<file path="config.mk">
export PLATFORM = sky130hd
export DESIGN_NAME = ber_error_unit
export DESIGN_NICKNAME = d
export VERILOG_FILES = /design/src/common/ber_pkg.sv /design/src/ber_error_unit.sv
export SDC_FILE = /design/constraint.sdc
export NUM_CORES = 1
export LEC_CHECK = 0
export ABC_AREA = 1
export BUFFER_PORTS_ARGS = -buffer_cell sky130_fd_sc_hd__buf_2
export CELL_PAD_IN_SITES_DETAIL_PLACEMENT = 1
export CELL_PAD_IN_SITES_GLOBAL_PLACEMENT = 1
export CORE_MARGIN = 3
export CORE_UTILIZATION = 29
export CTS_BUF_LIST = sky130_fd_sc_hd__clkbuf_16
export DETAILED_ROUTE_END_ITERATION = 6
export PLACE_DENSITY = 0.83
export SLEW_MARGIN = 20
export SYNTH_ARGS = -nofsm -noshare
export SYNTH_HDL_FRONTEND = slang
export SYNTH_SLANG_ARGS = --single-unit
</file>
<file path="constraint.sdc">
create_clock -name mclk -period 1.4 [get_ports mclk]
set_clock_uncertainty 0.1 [all_clocks]
set_input_delay 0.35 -clock mclk [delete_from_list [all_inputs] [get_ports mclk]]
set_output_delay 0.35 -clock mclk [all_outputs]
set_load 0.02 [all_outputs]
</file>
<file path="src/common/ber_pkg.sv">
package ber_pkg;
	// ***********************************
	// error detect register 1 bit positions
	// ***********************************
	localparam int EDR1_SRC_PCI = 3;
	localparam int EDR1_MEM_PAR = 2;
	localparam int EDR1_MEM_SEL = 5;
	localparam int EDR1_TGT_PERR = 6;
	localparam int EDR1_MST_SERR = 7;
	// ***********************************
	// error detect register 2 bit positions
	// ***********************************
	localparam int EDR2_L2_PAR = 4;
	localparam int EDR2_ADDR_INV = 7;
	// ***********************************
	// pci command and status bit positions
	// ***********************************
	localparam int CMD_PAR_RESP = 6;
	localparam int CMD_SERR_EN = 8;
	localparam int STS_PERR_RPT = 8;
	localparam int STS_SIG_TABT = 11;
	localparam int STS_RCV_TABT = 12;
	localparam int STS_RCV_MABT = 13;
	localparam int STS_SIG_SERR = 14;
	localparam int STS_DET_PERR = 15;
	// ***********************************
	// error enable bit positions
	// ***********************************
	localparam int EEN1_MABT = 1;
	localparam int EEN1_TABT = 7;
	localparam int EEN2_L2_PAR = 4;
	// ***********************************
	// reset values and timing
	// ***********************************
	localparam logic [7:0] EDR_RESET = 8'h00;
	localparam logic [15:0] STS_RESET = 16'h0000;
	localparam int DEVSEL_WAIT_CLKS = 5;
	localparam int SERR_DELAY_CLKS = 2;

	// error events from the memory and pci datapaths, one-cycle pulses
	typedef struct packed {
		logic mem_rd_par;     // dram read parity miscompare
		logic mem_sel;        // address beyond physical memory
		logic l2_rd_par;      // l2 read parity miscompare
		logic rd_by_pci;      // failing memory access came from a pci master
		logic mst_serr;       // target serr while we are master
		logic tgt_addr_par;   // address parity seen as target
		logic mst_data_par;   // read data parity seen as master
		logic mst_perr_in;    // target perr during our write
		logic tgt_wr_par;     // write data parity seen as target
		logic tgt_perr_in;    // master perr during our memory read
		logic rcv_tabt;       // our transaction was target-aborted
	} ber_evt_type;
endpackage

</file>
<file path="src/ber_error_unit.sv">
`timescale 1ns/1ns
// Functional notes
// - read error source flag: pci set, cpu clear
// - address-invalid flag set for lone l2 errors
// - parity response off: log, finish normally
// - parity response on: target-abort pci reads
// - memory read parity sets detect bit two
// - out-of-bounds sets bit five, blocks row strobes
// - l2 parity enabled sets detect2 bit four
// - pci errors mark source pci, pci address
// - master sees serr: detect bit7, status15
// - target address parity: status15, serr, status14
// - address parity: target-abort, status11, machine check
// - foreign serr counted only when enabled
// - master data parity always sets status15
// - master parity: perr, status8, machine check
// - target write parity: perr, bit6, abort
// - master perr on read: abort, log address
// - parity response gates all target-abort cases
// - no devsel in five clocks: master-abort
// - master-abort machine check needs both enables
// - received target-abort: status12, gated machine check
// - nmi raises machine check, sets no flags
// - signalling follows cause by one cycle, serr by three
// - captured error locks until flags clear
// - enables gate latching and machine check
module ber_error_unit
	import ber_pkg::*;
#(
	parameter int ADDR_W = 32
) (
	input wire logic mclk,
	input wire logic rst_b,
	input wire logic clk_en,
	input wire ber_evt_type evt,
	input wire logic [ADDR_W-1:0] err_addr_in,
	input wire logic pci_addr_start,
	input wire logic pci_master_cycle,
	input wire logic pci_devsel_b,
	input wire logic serr_in_b,
	input wire logic nmi,
	input wire logic mc_vector_fetch,
	input wire logic [15:0] pci_command,
	input wire logic [7:0] error_enable_reg1,
	input wire logic [7:0] error_enable_reg2,
	input wire logic machine_check_enable,
	input wire logic memory_parity_enable,
	input wire logic receive_syserr_enable,
	input wire logic [7:0] edr1_clear,
	input wire logic [7:0] edr2_clear,
	input wire logic [15:0] status_clear,
	output logic [7:0] error_detect_reg1,
	output logic [7:0] error_detect_reg2,
	output logic [15:0] pci_status,
	output logic [ADDR_W-1:0] err_addr,
	output logic target_abort,
	output logic master_abort,
	output logic serr_out_b,
	output logic perr_out_b,
	output logic ras_block,
	output logic machine_check_out
);
	// ***********************************
	// pin synchronisers
	// ***********************************
	logic [2:0] serr_s_r, serr_s_nxt;      // serr sampled, active high after inversion
	logic [2:0] nmi_s_r, nmi_s_nxt;        // nmi sampled
	logic serr_q_r, serr_q_nxt;            // settled serr level
	logic nmi_q_r, nmi_q_nxt;              // settled nmi level

	// stage one feeds stage two only; the settled level moves when two and three agree
	always_comb begin
		serr_s_nxt = {serr_s_r[1:0], ~serr_in_b};
		nmi_s_nxt = {nmi_s_r[1:0], nmi};
		serr_q_nxt = (serr_s_r[1] == serr_s_r[2]) ? serr_s_r[2] : serr_q_r;
		nmi_q_nxt = (nmi_s_r[1] == nmi_s_r[2]) ? nmi_s_r[2] : nmi_q_r;
	end

	// stages clear to the inactive level, so no false edge follows reset
	always_ff @(posedge mclk or negedge rst_b) begin
		if (!rst_b) begin
			serr_s_r <= 3'h0;
			nmi_s_r <= 3'h0;
			serr_q_r <= 1'b0;
			nmi_q_r <= 1'b0;
		end else if (clk_en) begin
			serr_s_r <= serr_s_nxt;
			nmi_s_r <= nmi_s_nxt;
			serr_q_r <= serr_q_nxt;
			nmi_q_r <= nmi_q_nxt;
		end
	end

	// foreign serr is a one-clock pulse on the bus; take its leading edge
	logic serr_prev_r, serr_prev_nxt;
	logic foreign_serr;
	assign serr_prev_nxt = serr_q_r;
	assign foreign_serr = serr_q_r & ~serr_prev_r & receive_syserr_enable;

	// ***********************************
	// devsel watchdog
	// ***********************************
	// one watch per master address phase; done lasts a single clock
	typedef enum logic [1:0] {
		BER_IDLE = 2'b00,
		BER_WAIT = 2'b01,
		BER_DONE = 2'b10
	} ber_ms_type;

	ber_ms_type ms_r, ms_nxt;
	logic [2:0] dcnt_r, dcnt_nxt;     // clocks since address phase start
	logic mabt_evt;                   // master-abort decision this cycle

	// special and configuration cycles are excluded by the caller via pci_master_cycle
	always_comb begin
		ms_nxt = ms_r;
		dcnt_nxt = dcnt_r;
		mabt_evt = 1'b0;
		unique case (ms_r)
			BER_IDLE: begin
				if (pci_addr_start && pci_master_cycle) begin
					ms_nxt = BER_WAIT;
					dcnt_nxt = 3'h1;
				end
			end
			BER_WAIT: begin
				// a claim on this clock ends the watch without an abort
				if (!pci_devsel_b) begin
					ms_nxt = BER_IDLE;
				end else if (dcnt_r == 3'(DEVSEL_WAIT_CLKS)) begin
					mabt_evt = 1'b1;
					ms_nxt = BER_DONE;
				end else begin
					dcnt_nxt = dcnt_r + 3'h1;
				end
			end
			BER_DONE: begin
				// rest one clock so the abort pulse is not re-armed at once
				ms_nxt = BER_IDLE;
			end
			default: begin
				// unused code falls back to idle
				ms_nxt = BER_IDLE;
			end
		endcase
	end

	// ***********************************
	// error capture
	// ***********************************
	logic par_resp;
	logic serr_en;
	logic locked;          // some detect flag is still set
	logic any_err;         // an enabled memory, pci or l2 error
	logic l2_chk;
	logic mem_err;
	logic pci_err;
	logic tabt_req;
	logic serr_req;
	logic perr_req;
	logic mc_req;
	logic [7:0] edr1_nxt;
	logic [7:0] edr2_nxt;
	logic [15:0] sts_nxt;
	logic [ADDR_W-1:0] addr_nxt;
	logic [1:0] serr_dly_r, serr_dly_nxt;  // address-parity serr delay line
	logic tabt_nxt, mabt_nxt, perr_nxt, mc_nxt, ras_nxt;

	// the lock spans both detect registers; software must clear them all
	assign par_resp = pci_command[CMD_PAR_RESP];
	assign serr_en = pci_command[CMD_SERR_EN];
	assign locked = (|error_detect_reg1) | (|error_detect_reg2);
	assign l2_chk = error_enable_reg2[EEN2_L2_PAR] & evt.l2_rd_par;
	assign mem_err = (memory_parity_enable & evt.mem_rd_par) | evt.mem_sel;
	assign pci_err = evt.mst_serr | evt.tgt_addr_par | evt.tgt_wr_par | evt.tgt_perr_in
		| foreign_serr;
	assign any_err = mem_err | pci_err | l2_chk;

	always_comb begin
		edr1_nxt = error_detect_reg1 & ~edr1_clear;
		edr2_nxt = error_detect_reg2 & ~edr2_clear;
		sts_nxt = pci_status & ~status_clear;
		addr_nxt = err_addr;
		// new flags land only while nothing is held; clear beats set otherwise
		if (!locked && (any_err || evt.mst_data_par || evt.mst_perr_in)) begin
			// a memory error's source follows whoever asked for the read
			if (mem_err && !pci_err) begin
				edr1_nxt[EDR1_SRC_PCI] = evt.rd_by_pci;
			end
			if (pci_err || evt.mst_data_par || evt.mst_perr_in) begin
				edr1_nxt[EDR1_SRC_PCI] = 1'b1;
			end
			if (memory_parity_enable && evt.mem_rd_par) begin
				edr1_nxt[EDR1_MEM_PAR] = 1'b1;
			end
			if (evt.mem_sel) begin
				edr1_nxt[EDR1_MEM_SEL] = 1'b1;
			end
			if (evt.tgt_wr_par) begin
				edr1_nxt[EDR1_TGT_PERR] = 1'b1;
			end
			if (evt.mst_serr) begin
				edr1_nxt[EDR1_MST_SERR] = 1'b1;
			end
			if (l2_chk) begin
				edr2_nxt[EDR2_L2_PAR] = 1'b1;
			end
			// l2 errors carry no usable address; mem_err and pci_err cases log the pci-side address
			edr2_nxt[EDR2_ADDR_INV] = l2_chk && !(mem_err || pci_err);
			if (mem_err || pci_err) begin
				addr_nxt = err_addr_in;
			end
		end
		// pci status bits are kept regardless of lock; bits 8, 11 and 14 need parity response on
		// every data parity fault except tgt_perr_in counts as detected, whatever the command bits
		if (evt.mst_serr || evt.tgt_addr_par || evt.mst_data_par || evt.mst_perr_in
			|| evt.tgt_wr_par) begin
			sts_nxt[STS_DET_PERR] = 1'b1;
		end
		if (par_resp && (evt.mst_data_par || evt.mst_perr_in)) begin
			sts_nxt[STS_PERR_RPT] = 1'b1;
		end
		if (serr_req) begin
			sts_nxt[STS_SIG_SERR] = 1'b1;
		end
		if (tabt_req) begin
			sts_nxt[STS_SIG_TABT] = 1'b1;
		end
		if (evt.rcv_tabt) begin
			sts_nxt[STS_RCV_TABT] = 1'b1;
		end
		if (mabt_evt) begin
			sts_nxt[STS_RCV_MABT] = 1'b1;
		end
	end

	// ***********************************
	// pci and processor signalling
	// ***********************************
	// target-abort covers every target case, all gated by parity response
	// the pulse comes even if the transfer ended; the bus logic drops it then
	assign tabt_req = par_resp & ((evt.rd_by_pci & mem_err) | evt.tgt_addr_par
		| foreign_serr | evt.tgt_wr_par | evt.tgt_perr_in);
	assign serr_req = serr_dly_r[1];
	assign perr_req = (par_resp & evt.mst_data_par) | evt.tgt_wr_par;
	// nmi keeps asking for as long as the pin stays up
	assign mc_req = machine_check_enable & (
		(evt.tgt_addr_par | evt.mst_data_par | evt.mst_perr_in | evt.tgt_wr_par
		| evt.tgt_perr_in | mem_err | l2_chk | foreign_serr | evt.mst_serr)
		| (mabt_evt & error_enable_reg1[EEN1_MABT])
		| (evt.rcv_tabt & error_enable_reg1[EEN1_TABT])
		| nmi_q_r);

	always_comb begin
		// serr_out_b follows the address phase by three clocks when both command bits allow
		serr_dly_nxt = {serr_dly_r[0], evt.tgt_addr_par & serr_en & par_resp};
		tabt_nxt = tabt_req;
		mabt_nxt = mabt_evt;
		perr_nxt = perr_req;
		ras_nxt = evt.mem_sel;
		// held until the processor fetches the machine-check vector
		mc_nxt = (machine_check_out & ~mc_vector_fetch) | mc_req;
	end

	// ***********************************
	// state and output registers
	// ***********************************
	// every signalling output is registered; all but serr_out_b trail their cause by a cycle
	always_ff @(posedge mclk or negedge rst_b) begin
		if (!rst_b) begin
			// outputs idle inactive: low-active strobes high, pulses low
			ms_r <= BER_IDLE;
			dcnt_r <= 3'h0;
			serr_prev_r <= 1'b0;
			serr_dly_r <= 2'h0;
			error_detect_reg1 <= EDR_RESET;
			error_detect_reg2 <= EDR_RESET;
			pci_status <= STS_RESET;
			err_addr <= '0;
			target_abort <= 1'b0;
			master_abort <= 1'b0;
			serr_out_b <= 1'b1;
			perr_out_b <= 1'b1;
			ras_block <= 1'b0;
			machine_check_out <= 1'b0;
		end else if (clk_en) begin
			ms_r <= ms_nxt;
			dcnt_r <= dcnt_nxt;
			serr_prev_r <= serr_prev_nxt;
			serr_dly_r <= serr_dly_nxt;
			error_detect_reg1 <= edr1_nxt;
			error_detect_reg2 <= edr2_nxt;
			pci_status <= sts_nxt;
			err_addr <= addr_nxt;
			target_abort <= tabt_nxt;
			master_abort <= mabt_nxt;
			serr_out_b <= ~serr_req;
			perr_out_b <= ~perr_nxt;
			ras_block <= ras_nxt;
			machine_check_out <= mc_nxt;
		end
	end
endmodule

</file>
=== After elaboration in Yosys (flattened, before gate mapping) ===
Index checks and enable logic that the tools add are counted.

* Register bits after elaboration: 86
* Input bits: 119
* Output and inout port bits: 70
* Word-level logic and storage cells: 132

* $add $sub $neg: 1
* Equality and inequality tests: 8
* Mux-type cells: 28
* Bitwise gates (word level): 49
* Reduce and logical (&&, ||, !) cells: 28

{| class="wikitable"
|+ Operators with widths
! kind !! count
|-
| $or 1x1->1 || 25
|-
| $mux 1 || 18
|-
| $and 16x16->16 || 1
|-
| $and 8x8->8 || 2
|-
| $not 16->16 || 1
|-
| $not 8->8 || 2
|-
| $reduce_or 8->1 || 2
|-
| $and 1x1->1 || 13
|-
| $mux 3 || 4
|-
| $logic_or 1x1->1 || 10
|-
| $mux 2 || 4
|-
| $logic_and 1x1->1 || 6
|-
| $ne 2x2->1 const B || 3
|-
| $pmux 3 s2 || 1
|-
| $reduce_and 3->1 || 2
|-
| $not 1->1 || 5
|-
| $reduce_and 5->1 || 1
|-
| $pmux 2 s2 || 1
|-
| $reduce_and 2->1 || 2
|-
| $add 3x1->3 const B || 1
|-
| $eq 3x3->1 const B || 1
|-
| $logic_not 1->1 || 3
|-
| $ne 3x3->1 const B || 1
|-
| $eq 1x1->1 || 2
|-
| other kinds (3) || 3
|}

=== Depth between registers and ports, before layout ===
Gate-level depths: netlist (run 1).

* Depth after elaboration: 13
* Mapped depth: 9
* Gate-level depth less buffers: 9

=== Worst setup path before layout (run 1) ===
Ideal clock, no wire load.

* Path type: register -> register
* Start: register error_detect_reg2[2]
* End: register err_addr[0]
* Library setup time: 117 ps
* Arrival: 1329 ps
* Required time: 1183 ps
* Slack: -146 ps
* Cell stages (with the launch flop): 10
* Path buffers: 1
* Period minus slack after synthesis: 1546 ps
* Cell sequence: dfrtp_1 inv_2 nand2_1 nor2_1 nand4_2 nor2_4 nand2_4 buf_6 nand2_1 nand2_1

* Word-level cells in the longest chain between the ends: 5

{| class="wikitable"
|+ RTL lines
! item !! line !! text
|-
| start: declaration || ber_error_unit.sv:53 || <nowiki>output logic [7:0] error_detect_reg2,</nowiki>
|-
| start signal: assignment || ber_error_unit.sv:292 || <nowiki>error_detect_reg2 <= edr2_nxt;</nowiki>
|-
| $reduce_or 8->1 || ber_error_unit.sv:172 || <nowiki>assign locked = (|error_detect_reg1) | (|error_detect_reg2);</nowiki>
|-
| $or 1x1->1 || ber_error_unit.sv:172 ||
|-
| $logic_not 1->1 || ber_error_unit.sv:185 || <nowiki>if (!locked && (any_err || evt.mst_data_par || evt.mst_perr_in)) begin</nowiki>
|-
| $logic_and 1x1->1 || ber_error_unit.sv:185 ||
|-
| $reduce_and 3->1 (no source line) || - ||
|-
| end signal: assignment || ber_error_unit.sv:294 || <nowiki>err_addr <= addr_nxt;</nowiki>
|-
| end: declaration || ber_error_unit.sv:55 || <nowiki>output logic [ADDR_W-1:0] err_addr,</nowiki>
|}

Every way passes these cells.
A chain may end at the register's enable or synchronous reset.

=== Final worst setup path (run 1) ===
* Start: register error_detect_reg2[0]
* End: register err_addr[30]

The elaborated chain is that of the path after synthesis.

==> results of run 1 <==
==> critical path, cell delays in order (launching register included) <==
cell and delay, ps:
dfrtp_2 410, inv_2 70, nand2_2 60, nor2_4 150, nand4_4 120, nor2_4 120
buf_12 180, clkbuf_16 170, nand3_1 70, nand2_1 70
==> flip-flops by register name, indices dropped and copies added, names as in the netlist, 2 cells and up <==
signal / cells
dcnt_r: 3
err_addr: 32
error_detect_reg1: 8
error_detect_reg2: 8
ms_r: 2
nmi_s_r: 3
pci_status: 16
serr_dly_r: 2
serr_s_r: 3
==> per-stage QoR <==
stage,total power [W],TNS [ps]
final,0.00908,-6300
after global routing,0.00965,-9970
after CTS,0.00875,-5910
after detailed placement,0.00622,-12810
after global placement,0.00607,-9970
after floorplan,0.00495,-4120
==> cells by family (layout without fill, tap and decap cells) <==
logic type | count (synthesis) | count (layout) | share of synthesized area
simple gates | 217 | 219 | 0.251
compound gates | 49 | 49 | 0.0803
other cells | 0 | 1 | 0
flops | 86 | 86 | 0.596
buf+inv | 52 | 276 | 0.0651
fa+ha+maj | 2 | 2 | 0.00692
==> cell type report <==
cell class	instances	area (µm²)	area share
clock inverters	7	28.8	0.00494
inverters	36	135	0.0232
clock buffers	9	225	0.0387
multi-input cells	270	1550	0.266
repair buffers	224	1500	0.257
well taps	168	210	0.0361
flip-flops and latches	86	2170	0.373
diodes	1	2.50	0.000430
==> report_power, final <==
| part | internal (W) | switching [W] | total, W |
|---|---|---|---|
| Clock | 0.00117 | 0.000967 | 0.00213 |
| Combinational | 0.00149 | 0.00197 | 0.00346 |
| Sequential | 0.00309 | 0.000396 | 0.00348 |
| Total | 0.00574 | 0.00334 | 0.00908 |
==> per-layer routing <==
metal,global-route usage,vias to the layer above
met4,0.0586,0
met3,0.0452,13
met2,0.319,101
met5,0,-
li1,-,1735
met1,0.202,1777
==> worst min path at each step <==
stage | from | to | slack, ps | cells past startpoint
2_1_floorplan | rst_b | dcnt_r[0]$_DFFE_PN0P_ | -50 | 0
3_3_place_gp | rst_b | pci_status[10]$_DFFE_PN0P_ | 140 | 1
3_5_place_dp | rst_b | pci_status[3]$_DFFE_PN0P_ | 150 | 1
4_1_cts | edr2_clear[2] | error_detect_reg2[2]$_DFFE_PN0P_ | 50 | 2
5_1_grt | edr2_clear[5] | error_detect_reg2[5]$_DFFE_PN0P_ | 40 | 2
6_report | edr2_clear[3] | error_detect_reg2[3]$_DFFE_PN0P_ | 60 | 2
==> layout by cell type, fill, tap and decap left out, types with 13 or more instances in the layout <==
cell type / synthesis / layout
nand2_2: 0 / 23
buf_2: 5 / 149
dfrtp_2: 0 / 13
inv_1: 27 / 21
buf_4: 3 / 45
inv_2: 9 / 19
buf_6: 3 / 21
o21ai_0: 15 / 13
dfrtp_1: 84 / 71
nand3_1: 43 / 33
nand2_1: 151 / 123
==> timing repair <==
| item | in CTS | in global routing |
|---|---|---|
| buffers inserted | 10 | 9 |
| endpoints found under the hold margin | 14 | 0 |
| hold buffers | 1 | 0 |
| pin swaps | 13 | 16 |
| gates resized for setup | 58 | 63 |
| setup endpoints to repair | 52 | 58 |
| gates cloned | 3 | 1 |
==> results by group, run 1 <==
Min path
  – Worst min-delay path class: in -> reg

Setup path
  – Startpoint Class: flop
  – Arrival time of the worst setup path: ~1800 ps
  – R2R Setup Slk: -180 ps
  – Critical Path Fanout Max: 8
  – Reg2Reg Depth: 9
  – WS Path Type: reg -> reg
  – CP required: 1580 ps
  – Reg-to-Reg End: err_addr[30]$_DFFE_PN0P_
  – Launch point of the worst reg-to-reg path: error_detect_reg2[0]$_DFFE_PN0P_
  – Crit path to: err_addr[30]$_DFFE_PN0P_
  – Crit path from: error_detect_reg2[0]$_DFFE_PN0P_
  – Worst Setup End Kind: flop

Drt
  – Final ANT Viol Nets: 0
  – Met3 WL: 658 µm
  – Remaining routing DRC violations: 0
  – Vias: about 3600
  – Vias/cell: approximately 4.5
  – Highest routed layer: met4
  – Wirelength, routed: between 10000 and 15000 µm
  – Wire length per cell: roughly 16 µm
  – Pre-antenna DRT Iters: 4
  – Met1 wire length: approximately 5000 µm
  – 1st-iter DRT viols: 164
  – Met2 wire length: around 6600 µm

Global routing
  – GRT Overall Usage: 0.176
  – Initial antenna violation count: 1
  – First-pass GRT wire length: around 20000 µm
  – Largest net degree at the start of global routing: 40
  – Vias in the first global route: 4015
  – GRT overflow: 0

Timing
  – Final hold slack: 60.9 ps
  – Period utilisation layout: 1.13
  – Final setup violation count: 48
  – Final hold vios: 0
  – Worst Tran Pin Value: about 270 ps
  – Setup ws final: -182 ps
  – Period minus WS final: around 1600 ps
  – FMAX: between 600 and 700 MHz
  – Slew Viols, Final: 0
  – Slew HR: 0.821
  – RSZ-0062 raised after global routing: true

Clock network
  – Worst skew pair latency: 340 ps
  – Clock tree root driver cell: clkbuf_16
  – CTS sink cnt: between 80 and 90
  – CTS clk-pin slew, worst paths: about 70 ps
  – H-tree depth: 3
  – CTS tree: done
  – CTS max path bufs: 2
  – Cts bufs inserted: 9

Cells and area
  – Share of cells above drive strength 1: 0.524
  – Final core occ: 0.481
  – Fillers: roughly 1500
  – Final Instance Count excl. Fillers: 801
  – Area delta synth->final: 61.1%
  – Final instance area: around 5800 µm²
  – Net count, final: 748

Yosys
  – Cell variety after synth: 30
  – Post-synth top cells: nand2_1 (151), dfrtp_1 (84), nand3_1 (43)
  – Syn avg cell area: between 8 and 9 µm²
  – Seq/Total Area, Yosys: 0.596
  – Synthesized area: 3610 µm²
  – Synthesized instance count: around 410
  – Yosys reg bits: 86
  – Area leader, netlist: dfrtp_1
  – Synth top area share: 0.582
  – YS warnings: 0
  – Post-synth EDFFs: 0
  – Net Count, Synth: roughly 530
  – Most numerous cell in the Yosys netlist: nand2_1
  – Top cells by area, synth: dfrtp_1 (58%), nand2_1 (16%), nand3_1 (6.0%), inv_1 (2.8%), a21boi_0 (2.1%)
  – Async SR Flop Fraction: 1.00
  – Top_reg_cell synth: dfrtp_1

Place
  – Number of buffers added on ports: about 160
  – GPL Wtd Cong: around 0.8
  – Post-place setup slack: -386 ps
  – Hpwl dp: around 8800 µm
  – Dpl cells: 762
  – Placement-stage cell area: 4940 µm²

Floorplanning
  – DIE AREA: ~14000 µm²
  – Die X: ~120 µm
  – Starting density of the core: 0.298
  – Die Ht: between 100 and 150 µm
  – Core area: between 10000 and 15000 µm²
  – Row cnt: 40
  – Ports: roughly 190

Power and ir drop
  – Pleak: 3.12 nW
  – Pwr/cell area: approximately 1600 nW/µm²
  – Peak supply drop: approximately 610 µV

Run status
  – Failing checks: setup timing
  – Status: finished, violations left

Flow run
  – Maxcap violations: 0
Note: power is estimated with default switching activity, not from simulation.
==> inputs of run 2 (changes only) <==
--- a/config.mk
+++ b/config.mk
@@ -9,7 +9,6 @@
 export BUFFER_PORTS_ARGS = -buffer_cell sky130_fd_sc_hd__buf_2
 export CELL_PAD_IN_SITES_DETAIL_PLACEMENT = 1
 export CELL_PAD_IN_SITES_GLOBAL_PLACEMENT = 1
-export CORE_MARGIN = 3
 export CORE_UTILIZATION = 29
 export CTS_BUF_LIST = sky130_fd_sc_hd__clkbuf_16
 export DETAILED_ROUTE_END_ITERATION = 6
==> run 2 against run 1 <==
  * The flow still finishes with violations (setup timing)
  * Combinational power is 7.5% higher
  * Wire length hardly changed
  * Critical path depth stayed put
  * Register-to-register slack worse by 20 ps
  * Hold slack better by 24 ps
  * Clock power hardly changed
  * Sequential power is 3% higher
  * Non-clock buffer count is 2 higher
  * Worst setup slack worse by 24 ps
  * Final cell count stayed put
  * Fmax is 1.5% lower
  * Via count is 0.50% lower
  * Largest cell class unchanged
==> results by group, run 2 (same netlist as run 1, synthesis figures left out) <==
Place
  – Dpl cells: 763 (+0.13%)
  – GPL Wtd Cong: 0.752 (-6.0%)
  – Number of buffers added on ports: 161 (unchanged)
  – Placement-stage cell area: 4930 µm² (-0.10%)
  – Hpwl dp: 8560 µm (-2.8%)

Power and ir drop
  – Pleak: 3.15 nW (+1.2%)
  – Psw: 0.00349 W (+4.6%)
  – Peak supply drop: 505 µV (-17%)
  – Share of total power in sequential cells: 0.379 (-0.005)
  – Pwr/cell area: 1590 nW/µm² (+2.2%)
  – Cell Int Power: 0.00595 W (+3.7%)
  – Switching share of total power: 0.370 (+0.00204)
  – Clock power share: 0.227 (-0.008)
  – Comb power frac: 0.394 (+0.013)

Setup path
  – Startpoint Class: flop
  – Worst Setup End Kind: flop
  – Critical Path Fanout Max: 16 (+8)
  – Slowest stage delay, CP: 420 ps (about the same)
  – Arrival time of the worst setup path: 1730 ps (-40 ps)
  – Buffers & Inverters on Critical Path: 2 (-1)
  – Crit-path leading delay family: simple AND/OR/NAND/NOR gates
  – WS Path Type: reg -> reg
  – Crit path from: error_detect_reg1[2]$_DFFE_PN0P_
  – Crit-path cells: inv_2 -> nand2_2 -> nor2_4 -> nand4_4 -> nor2_4 -> nand2_4 -> buf_12 -> nand2_1 -> nand2_1
  – Launch point of the worst reg-to-reg path: error_detect_reg1[2]$_DFFE_PN0P_
  – CP required: 1520 ps (-60 ps)
  – CP max stage cell: dfrtp_2

Floorplanning
  – DIE AREA: 12900 µm² (-6.7%)
  – Row cnt: 40 (unchanged)
  – Ports: 189 (unchanged)
  – Die Ht: 114 µm (-3.4%)
  – Core area: 12100 µm² (-0.41%)
  – Starting density of the core: 0.300 (+0.00124)
  – Die X: 114 µm (-3.4%)

Global routing
  – First-pass GRT wire length: 19500 µm (-0.98%)
  – GRT Overall Usage: 0.195 (+0.0185)
  – Initial antenna violation count: 1 (unchanged)
  – GRT overflow: 0 (unchanged)
  – Largest net degree at the start of global routing: 42 (+5.0%)
  – Vias in the first global route: 4040 (+0.62%)

Clock network
  – H-tree depth: 3 (unchanged)
  – CTS sink cnt: 86 (unchanged)
  – CTS clk-pin slew, worst paths: 60 ps (about the same)
  – Cts bufs inserted: 9 (unchanged)
  – CTS tree: done
  – Worst skew pair latency: 330 ps (about the same)
  – Clock tree root driver cell: clkbuf_16
  – CTS max path bufs: 2 (unchanged)

Cells and area
  – Final Instance Count excl. Fillers: 801 (unchanged)
  – Largest registers: err_addr x32, pci_status x16
  – Final core occ: 0.491 (+0.0105)
  – Biggest register: err_addr
  – Commonest non-fill, non-tap cell in the layout: buf_2
  – Final instance area: 5920 µm² (+1.8%)
  – Net count, final: 748 (unchanged)
  – Fillers: 1423 (-2.1%)
  – Register area: 2170 µm² (unchanged)
  – Share of cells above drive strength 1: 0.549 (+0.0253)
  – Most frequent cells in the layout: buf_2 (142), nand2_1 (109), dfrtp_1 (71)
  – Multi-input logic area: 1590 µm² (+2.7%)
  – Max reg flops: 32 (unchanged)
  – Area delta synth->final: 64.0%

Timing
  – FMAX: 623 MHz (-1.5%)
  – Period utilisation layout: 1.15 (+0.0172)
  – Slew Viols, Final: 0 (unchanged)
  – Worst Tran Pin Value: 332 ps (+63.4 ps)
  – Period minus WS final: 1610 ps (+24.0 ps)
  – Setup ws final: -206 ps (-24.0 ps)
  – RSZ-0062 raised after global routing: true
  – Final hold slack: 85.2 ps (+24.3 ps)
  – Slew HR: 0.778 (-0.0422)
  – Final hold vios: 0 (unchanged)
  – Final setup violation count: 47 (-2.1%)

Drt
  – Vias: 3608 (-0.50%)
  – Remaining routing DRC violations: 0 (unchanged)
  – Vias/cell: 4.50 (-0.50%)
  – Wire length per cell: 15.5 µm (about the same)
  – Wirelength, routed: 12400 µm (about the same)
  – Pre-antenna DRT Iters: 4 (unchanged)
  – 1st-iter DRT viols: 125 (-24%)
  – Final ANT Viol Nets: 0 (unchanged)

Min path
  – Worst min-delay path class: in -> reg
  – Worst Min Path Start: edr2_clear[5]

Run status
  – Failing checks: setup timing
  – Status: finished, violations left

Flow run
  – Maxcap violations: 0 (unchanged)
-- run 2: metal layers --
metal / wire [µm] / up-vias / global-route usage / share of wire
met5: 0 / - / 0 / 0
met4: 249 / 0 / 0.0746 / 0.020
met3: 468 / 19 / 0.0351 / 0.038
met2: 6720 / 99 / 0.350 / 0.54
met1: 4980 / 1757 / 0.230 / 0.40
li1: - / 1733 / - / -
-- run 2: final cells by class --
cell class	instances	share of cell area
timing repair buffer	226	0.262
antenna	1	0.000422
multi-input combinational	268	0.269
clock buffer	9	0.0380
tap	168	0.0355
sequential	86	0.366
inverter	36	0.0228
clock inverter	7	0.00570
-- run 2: power groups by stage --
stage / combinational, W / clock, W / sequential [W]
after floorplan: 0.000888 / 0 / 0.00406
after global placement: 0.00264 / 0 / 0.00340
after detailed placement: 0.00277 / 0 / 0.00345
after CTS: 0.00320 / 0.00220 / 0.00345
after global routing: 0.00403 / 0.00232 / 0.00364
final: 0.00372 / 0.00215 / 0.00357
-- run 2: stage by stage --
step,setup slack (ps),power [W],TNS (ps)
finish,-206,0.00944,-6600
global route,-289,0.0100,-10120
CTS,-192,0.00886,-6840
detailed placement,-357,0.00622,-11550
global placement,-296,0.00605,-9750
floorplan,-137,0.00495,-4120
-- run 2: repair_timing --
action | CTS | global route
pin swaps | 8 | 20
hold endpoints to repair | 18 | 0
setup endpoints to repair | 52 | 55
setup buffers | 10 | 9
cloned | 2 | 1
gates resized for setup | 72 | 89
hold buffers | 1 | 0
-- run 2: worst paths after layout --
kind / end / slack, ps / depth (start not counted)
setup / recovery: err_addr[2]$_DFFE_PN0P_ / -210 / 9
hold / removal: error_detect_reg2[5]$_DFFE_PN0P_ / 90 / 2
setup reg to reg: err_addr[2]$_DFFE_PN0P_ / -210 / 9
hold reg to reg: err_addr[26]$_DFFE_PN0P_ / 370 / 2
max in group asynchronous: err_addr[29]$_DFFE_PN0P_ / 290 / 3
min in group asynchronous: machine_check_out$_DFFE_PN0P_ / 390 / 2
-- run 2: worst reg2reg max path, delay by kind of cell (launching register included) --
kind	cells	cell delay (ps)
buffers and inverters	2	230
DFF	1	420
and+or+nand+nor	7	760
==> inputs of run 3 (changes only) <==
--- a/config.mk
+++ b/config.mk
@@ -9,10 +9,9 @@
 export BUFFER_PORTS_ARGS = -buffer_cell sky130_fd_sc_hd__buf_2
 export CELL_PAD_IN_SITES_DETAIL_PLACEMENT = 1
 export CELL_PAD_IN_SITES_GLOBAL_PLACEMENT = 1
-export CORE_UTILIZATION = 29
-export CTS_BUF_LIST = sky130_fd_sc_hd__clkbuf_16
+export CORE_UTILIZATION = 32
 export DETAILED_ROUTE_END_ITERATION = 6
-export PLACE_DENSITY = 0.83
+export PLACE_DENSITY = 0.86
 export SLEW_MARGIN = 20
 export SYNTH_ARGS = -nofsm -noshare
 export SYNTH_HDL_FRONTEND = slang
==> constraint.sdc (replaced) <==
create_clock -name mclk -period 1.6 [get_ports mclk]
set_clock_uncertainty 0.1 [all_clocks]
set_input_delay 0.4 -clock mclk [delete_from_list [all_inputs] [get_ports mclk]]
set_output_delay 0.4 -clock mclk [all_outputs]
set_load 0.01 [all_outputs]
==> run 3 against run 2 <==
  * The flow still finishes with violations (setup timing)
  * Sequential cell count stayed put
  * First-iteration DRC count is 4.0% lower
  * Highest routed layer unchanged
  * Largest cell class unchanged
  * Clock power is 6% higher
==> results by group, run 3 (same netlist as run 1, synthesis figures left out) <==
Run status
  – Status: finished, violations left
  – Failing checks: setup timing

Floorplanning
  – Core area: 10900 µm² (-9.3%)
  – Ports: 189 (unchanged)
  – Die X: 108 µm (-4.7%)
  – Die Ht: 108 µm (-4.7%)
  – DIE AREA: 11700 µm² (-9.2%)
  – Starting density of the core: 0.330 (+0.0308)
  – Row cnt: 38 (-5.0%)

Drt
  – Wirelength, routed: 12200 µm (-1.9%)
  – Vias: 3581 (-0.75%)
  – Final ANT Viol Nets: 0 (unchanged)
  – 1st-iter DRT viols: 120 (-4.0%)
  – Remaining routing DRC violations: 0 (unchanged)
  – Vias/cell: 4.83 (+7.1%)
  – Pre-antenna DRT Iters: 4 (unchanged)
  – Wire length per cell: 16.4 µm (+5.9%)

Timing
  – Worst Tran Pin Value: 267 ps (-65.9 ps)
  – FMAX: 619 MHz (-0.57%)
  – Setup ws final: -15.5 ps (+191 ps)
  – RSZ-0062 raised after global routing: true
  – Final hold slack: 132 ps (+46.8 ps)
  – Slew HR: 0.822 (+0.0433)
  – Final hold vios: 0 (unchanged)
  – Period utilisation layout: 1.01 (-0.138)
  – Final setup violation count: 3 (-94%)
  – Period minus WS final: 1620 ps (+9.15 ps)
  – Slew Viols, Final: 0 (unchanged)

Flow run
  – Maxcap violations: 0 (unchanged)

Place
  – Hpwl dp: 8390 µm (-2.0%)
  – Placement-stage cell area: 4680 µm² (-5.1%)
  – Number of buffers added on ports: 161 (unchanged)
  – GPL Wtd Cong: 0.786 (+4.5%)
  – Dpl cells: 709 (-7.1%)

Global routing
  – Largest net degree at the start of global routing: 48 (+14%)
  – Initial antenna violation count: 0 (-1)
  – First-pass GRT wire length: 18200 µm (-6.5%)
  – Vias in the first global route: 3809 (-5.7%)
  – GRT Overall Usage: 0.203 (+0.00819)
  – GRT overflow: 0 (unchanged)

Setup path
  – Worst Setup End Kind: flop
  – WS Path Type: reg -> reg
  – Crit path to: err_addr[25]$_DFFE_PN0P_
  – Startpoint Class: flop
  – Critical Path Fanout Max: 8 (-8)
  – CP required: 1720 ps (+200 ps)
  – Launch point of the worst reg-to-reg path: error_detect_reg1[3]$_DFFE_PN0P_
  – R2R Setup Slk: -20 ps (+190 ps)
  – Reg2Reg Depth: 9 (unchanged)
  – Arrival time of the worst setup path: 1740 ps (about the same)
  – Reg-to-Reg End: err_addr[25]$_DFFE_PN0P_
  – Crit path from: error_detect_reg1[3]$_DFFE_PN0P_

Clock network
  – CTS max path bufs: 2 (unchanged)
  – Cts bufs inserted: 9 (unchanged)
  – Clock tree root driver cell: clkbuf_16
  – H-tree depth: 3 (unchanged)
  – CTS tree: done
  – CTS sink cnt: 86 (unchanged)
  – Worst skew pair latency: 330 ps (about the same)
  – CTS clk-pin slew, worst paths: 60 ps (about the same)

Min path
  – Hold Path Stages: 2 (unchanged)
  – Worst min-delay path class: in -> reg

Cells and area
  – Commonest non-fill, non-tap cell in the layout: buf_2
  – Final Instance Count excl. Fillers: 742 (-7.4%)
  – Net count, final: 719 (-3.9%)
  – Biggest register: err_addr
  – Most frequent cells in the layout: buf_2 (160), nand2_1 (127), dfrtp_1 (84)
  – Largest registers: err_addr x32, pci_status x16
  – Diodes inserted: 0 (-1)
  – Max reg flops: 32 (unchanged)
  – Final instance area: 5480 µm² (-7.6%)
  – Area delta synth->final: 51.5%
  – Share of cells above drive strength 1: 0.458 (-0.0906)

Power and ir drop
  – Peak supply drop: 744 µV (+47%)
  – Total power: 0.00765 W (-19%)
  – Pwr/cell area: 1400 nW/µm² (-12%)
  – Pleak: 3.00 nW (-4.8%)
[run 3: per-layer routing]
metal / wire, µm / global-route usage
met5: 0 / 0
met4: 338 / 0.0869
met3: 496 / 0.0362
met2: 6570 / 0.363
met1: 4780 / 0.237
[run 3: cell type report]
cell class,instances,area [µm²]
Fill cell,1339,5460
Multi-Input combinational cell,271,1480
Inverter,36,135
Clock inverter,3,67.6
Sequential cell,86,2150
Tap cell,140,175
Clock buffer,12,256
Timing Repair Buffer,194,1210
[run 3: through the flow]
stage,setup TNS (ps),utilization,setup slack [ps]
after floorplan,0,-,114
after global routing,-2010,0.501,-103
after CTS,-477,0.468,-28.6
after detailed placement,-5620,0.428,-194
after global placement,-3640,0.428,-119
final,-31.7,0.501,-15.5
[run 3: worst min-delay path by stage]
stage / start / endpoint / slack (ps)
after CTS: edr2_clear[6] / error_detect_reg2[6]$_DFFE_PN0P_ / 120
after global placement: rst_b / target_abort$_DFFE_PN0P_ / 100
after global routing: edr2_clear[0] / error_detect_reg2[0]$_DFFE_PN0P_ / 120
after detailed placement: rst_b / target_abort$_DFFE_PN0P_ / 100
after floorplan: rst_b / dcnt_r[0]$_DFFE_PN0P_ / 4
final: edr2_clear[0] / error_detect_reg2[0]$_DFFE_PN0P_ / 130
[run 3: critical path, cell delays in order, from the launching register on]
cell	delay [ps]
dfrtp_1	390
inv_2	80
nand2_2	60
nor2_4	140
nand4_4	130
nor2_4	150
buf_12	170
nand2_4	110
nand2_1	110
nand2_1	50
[run 3: timing repair]
| action | 4_1_cts | 5_1_grt |
|---|---|---|
| pin swaps | 9 | 27 |
| gates resized for setup | 17 | 52 |
| buffers inserted | 1 | 9 |
| setup endpoints to repair | 37 | 42 |
| hold endpoints to repair | 84 | 0 |
| cloned | 2 | 5 |
| hold buffers | 1 | 0 |
[run 3: report_power, final]
part           switching (W)  internal (W)
registers           0.000373       0.00270
clock network       0.000826       0.00145
logic                0.00130       0.00100
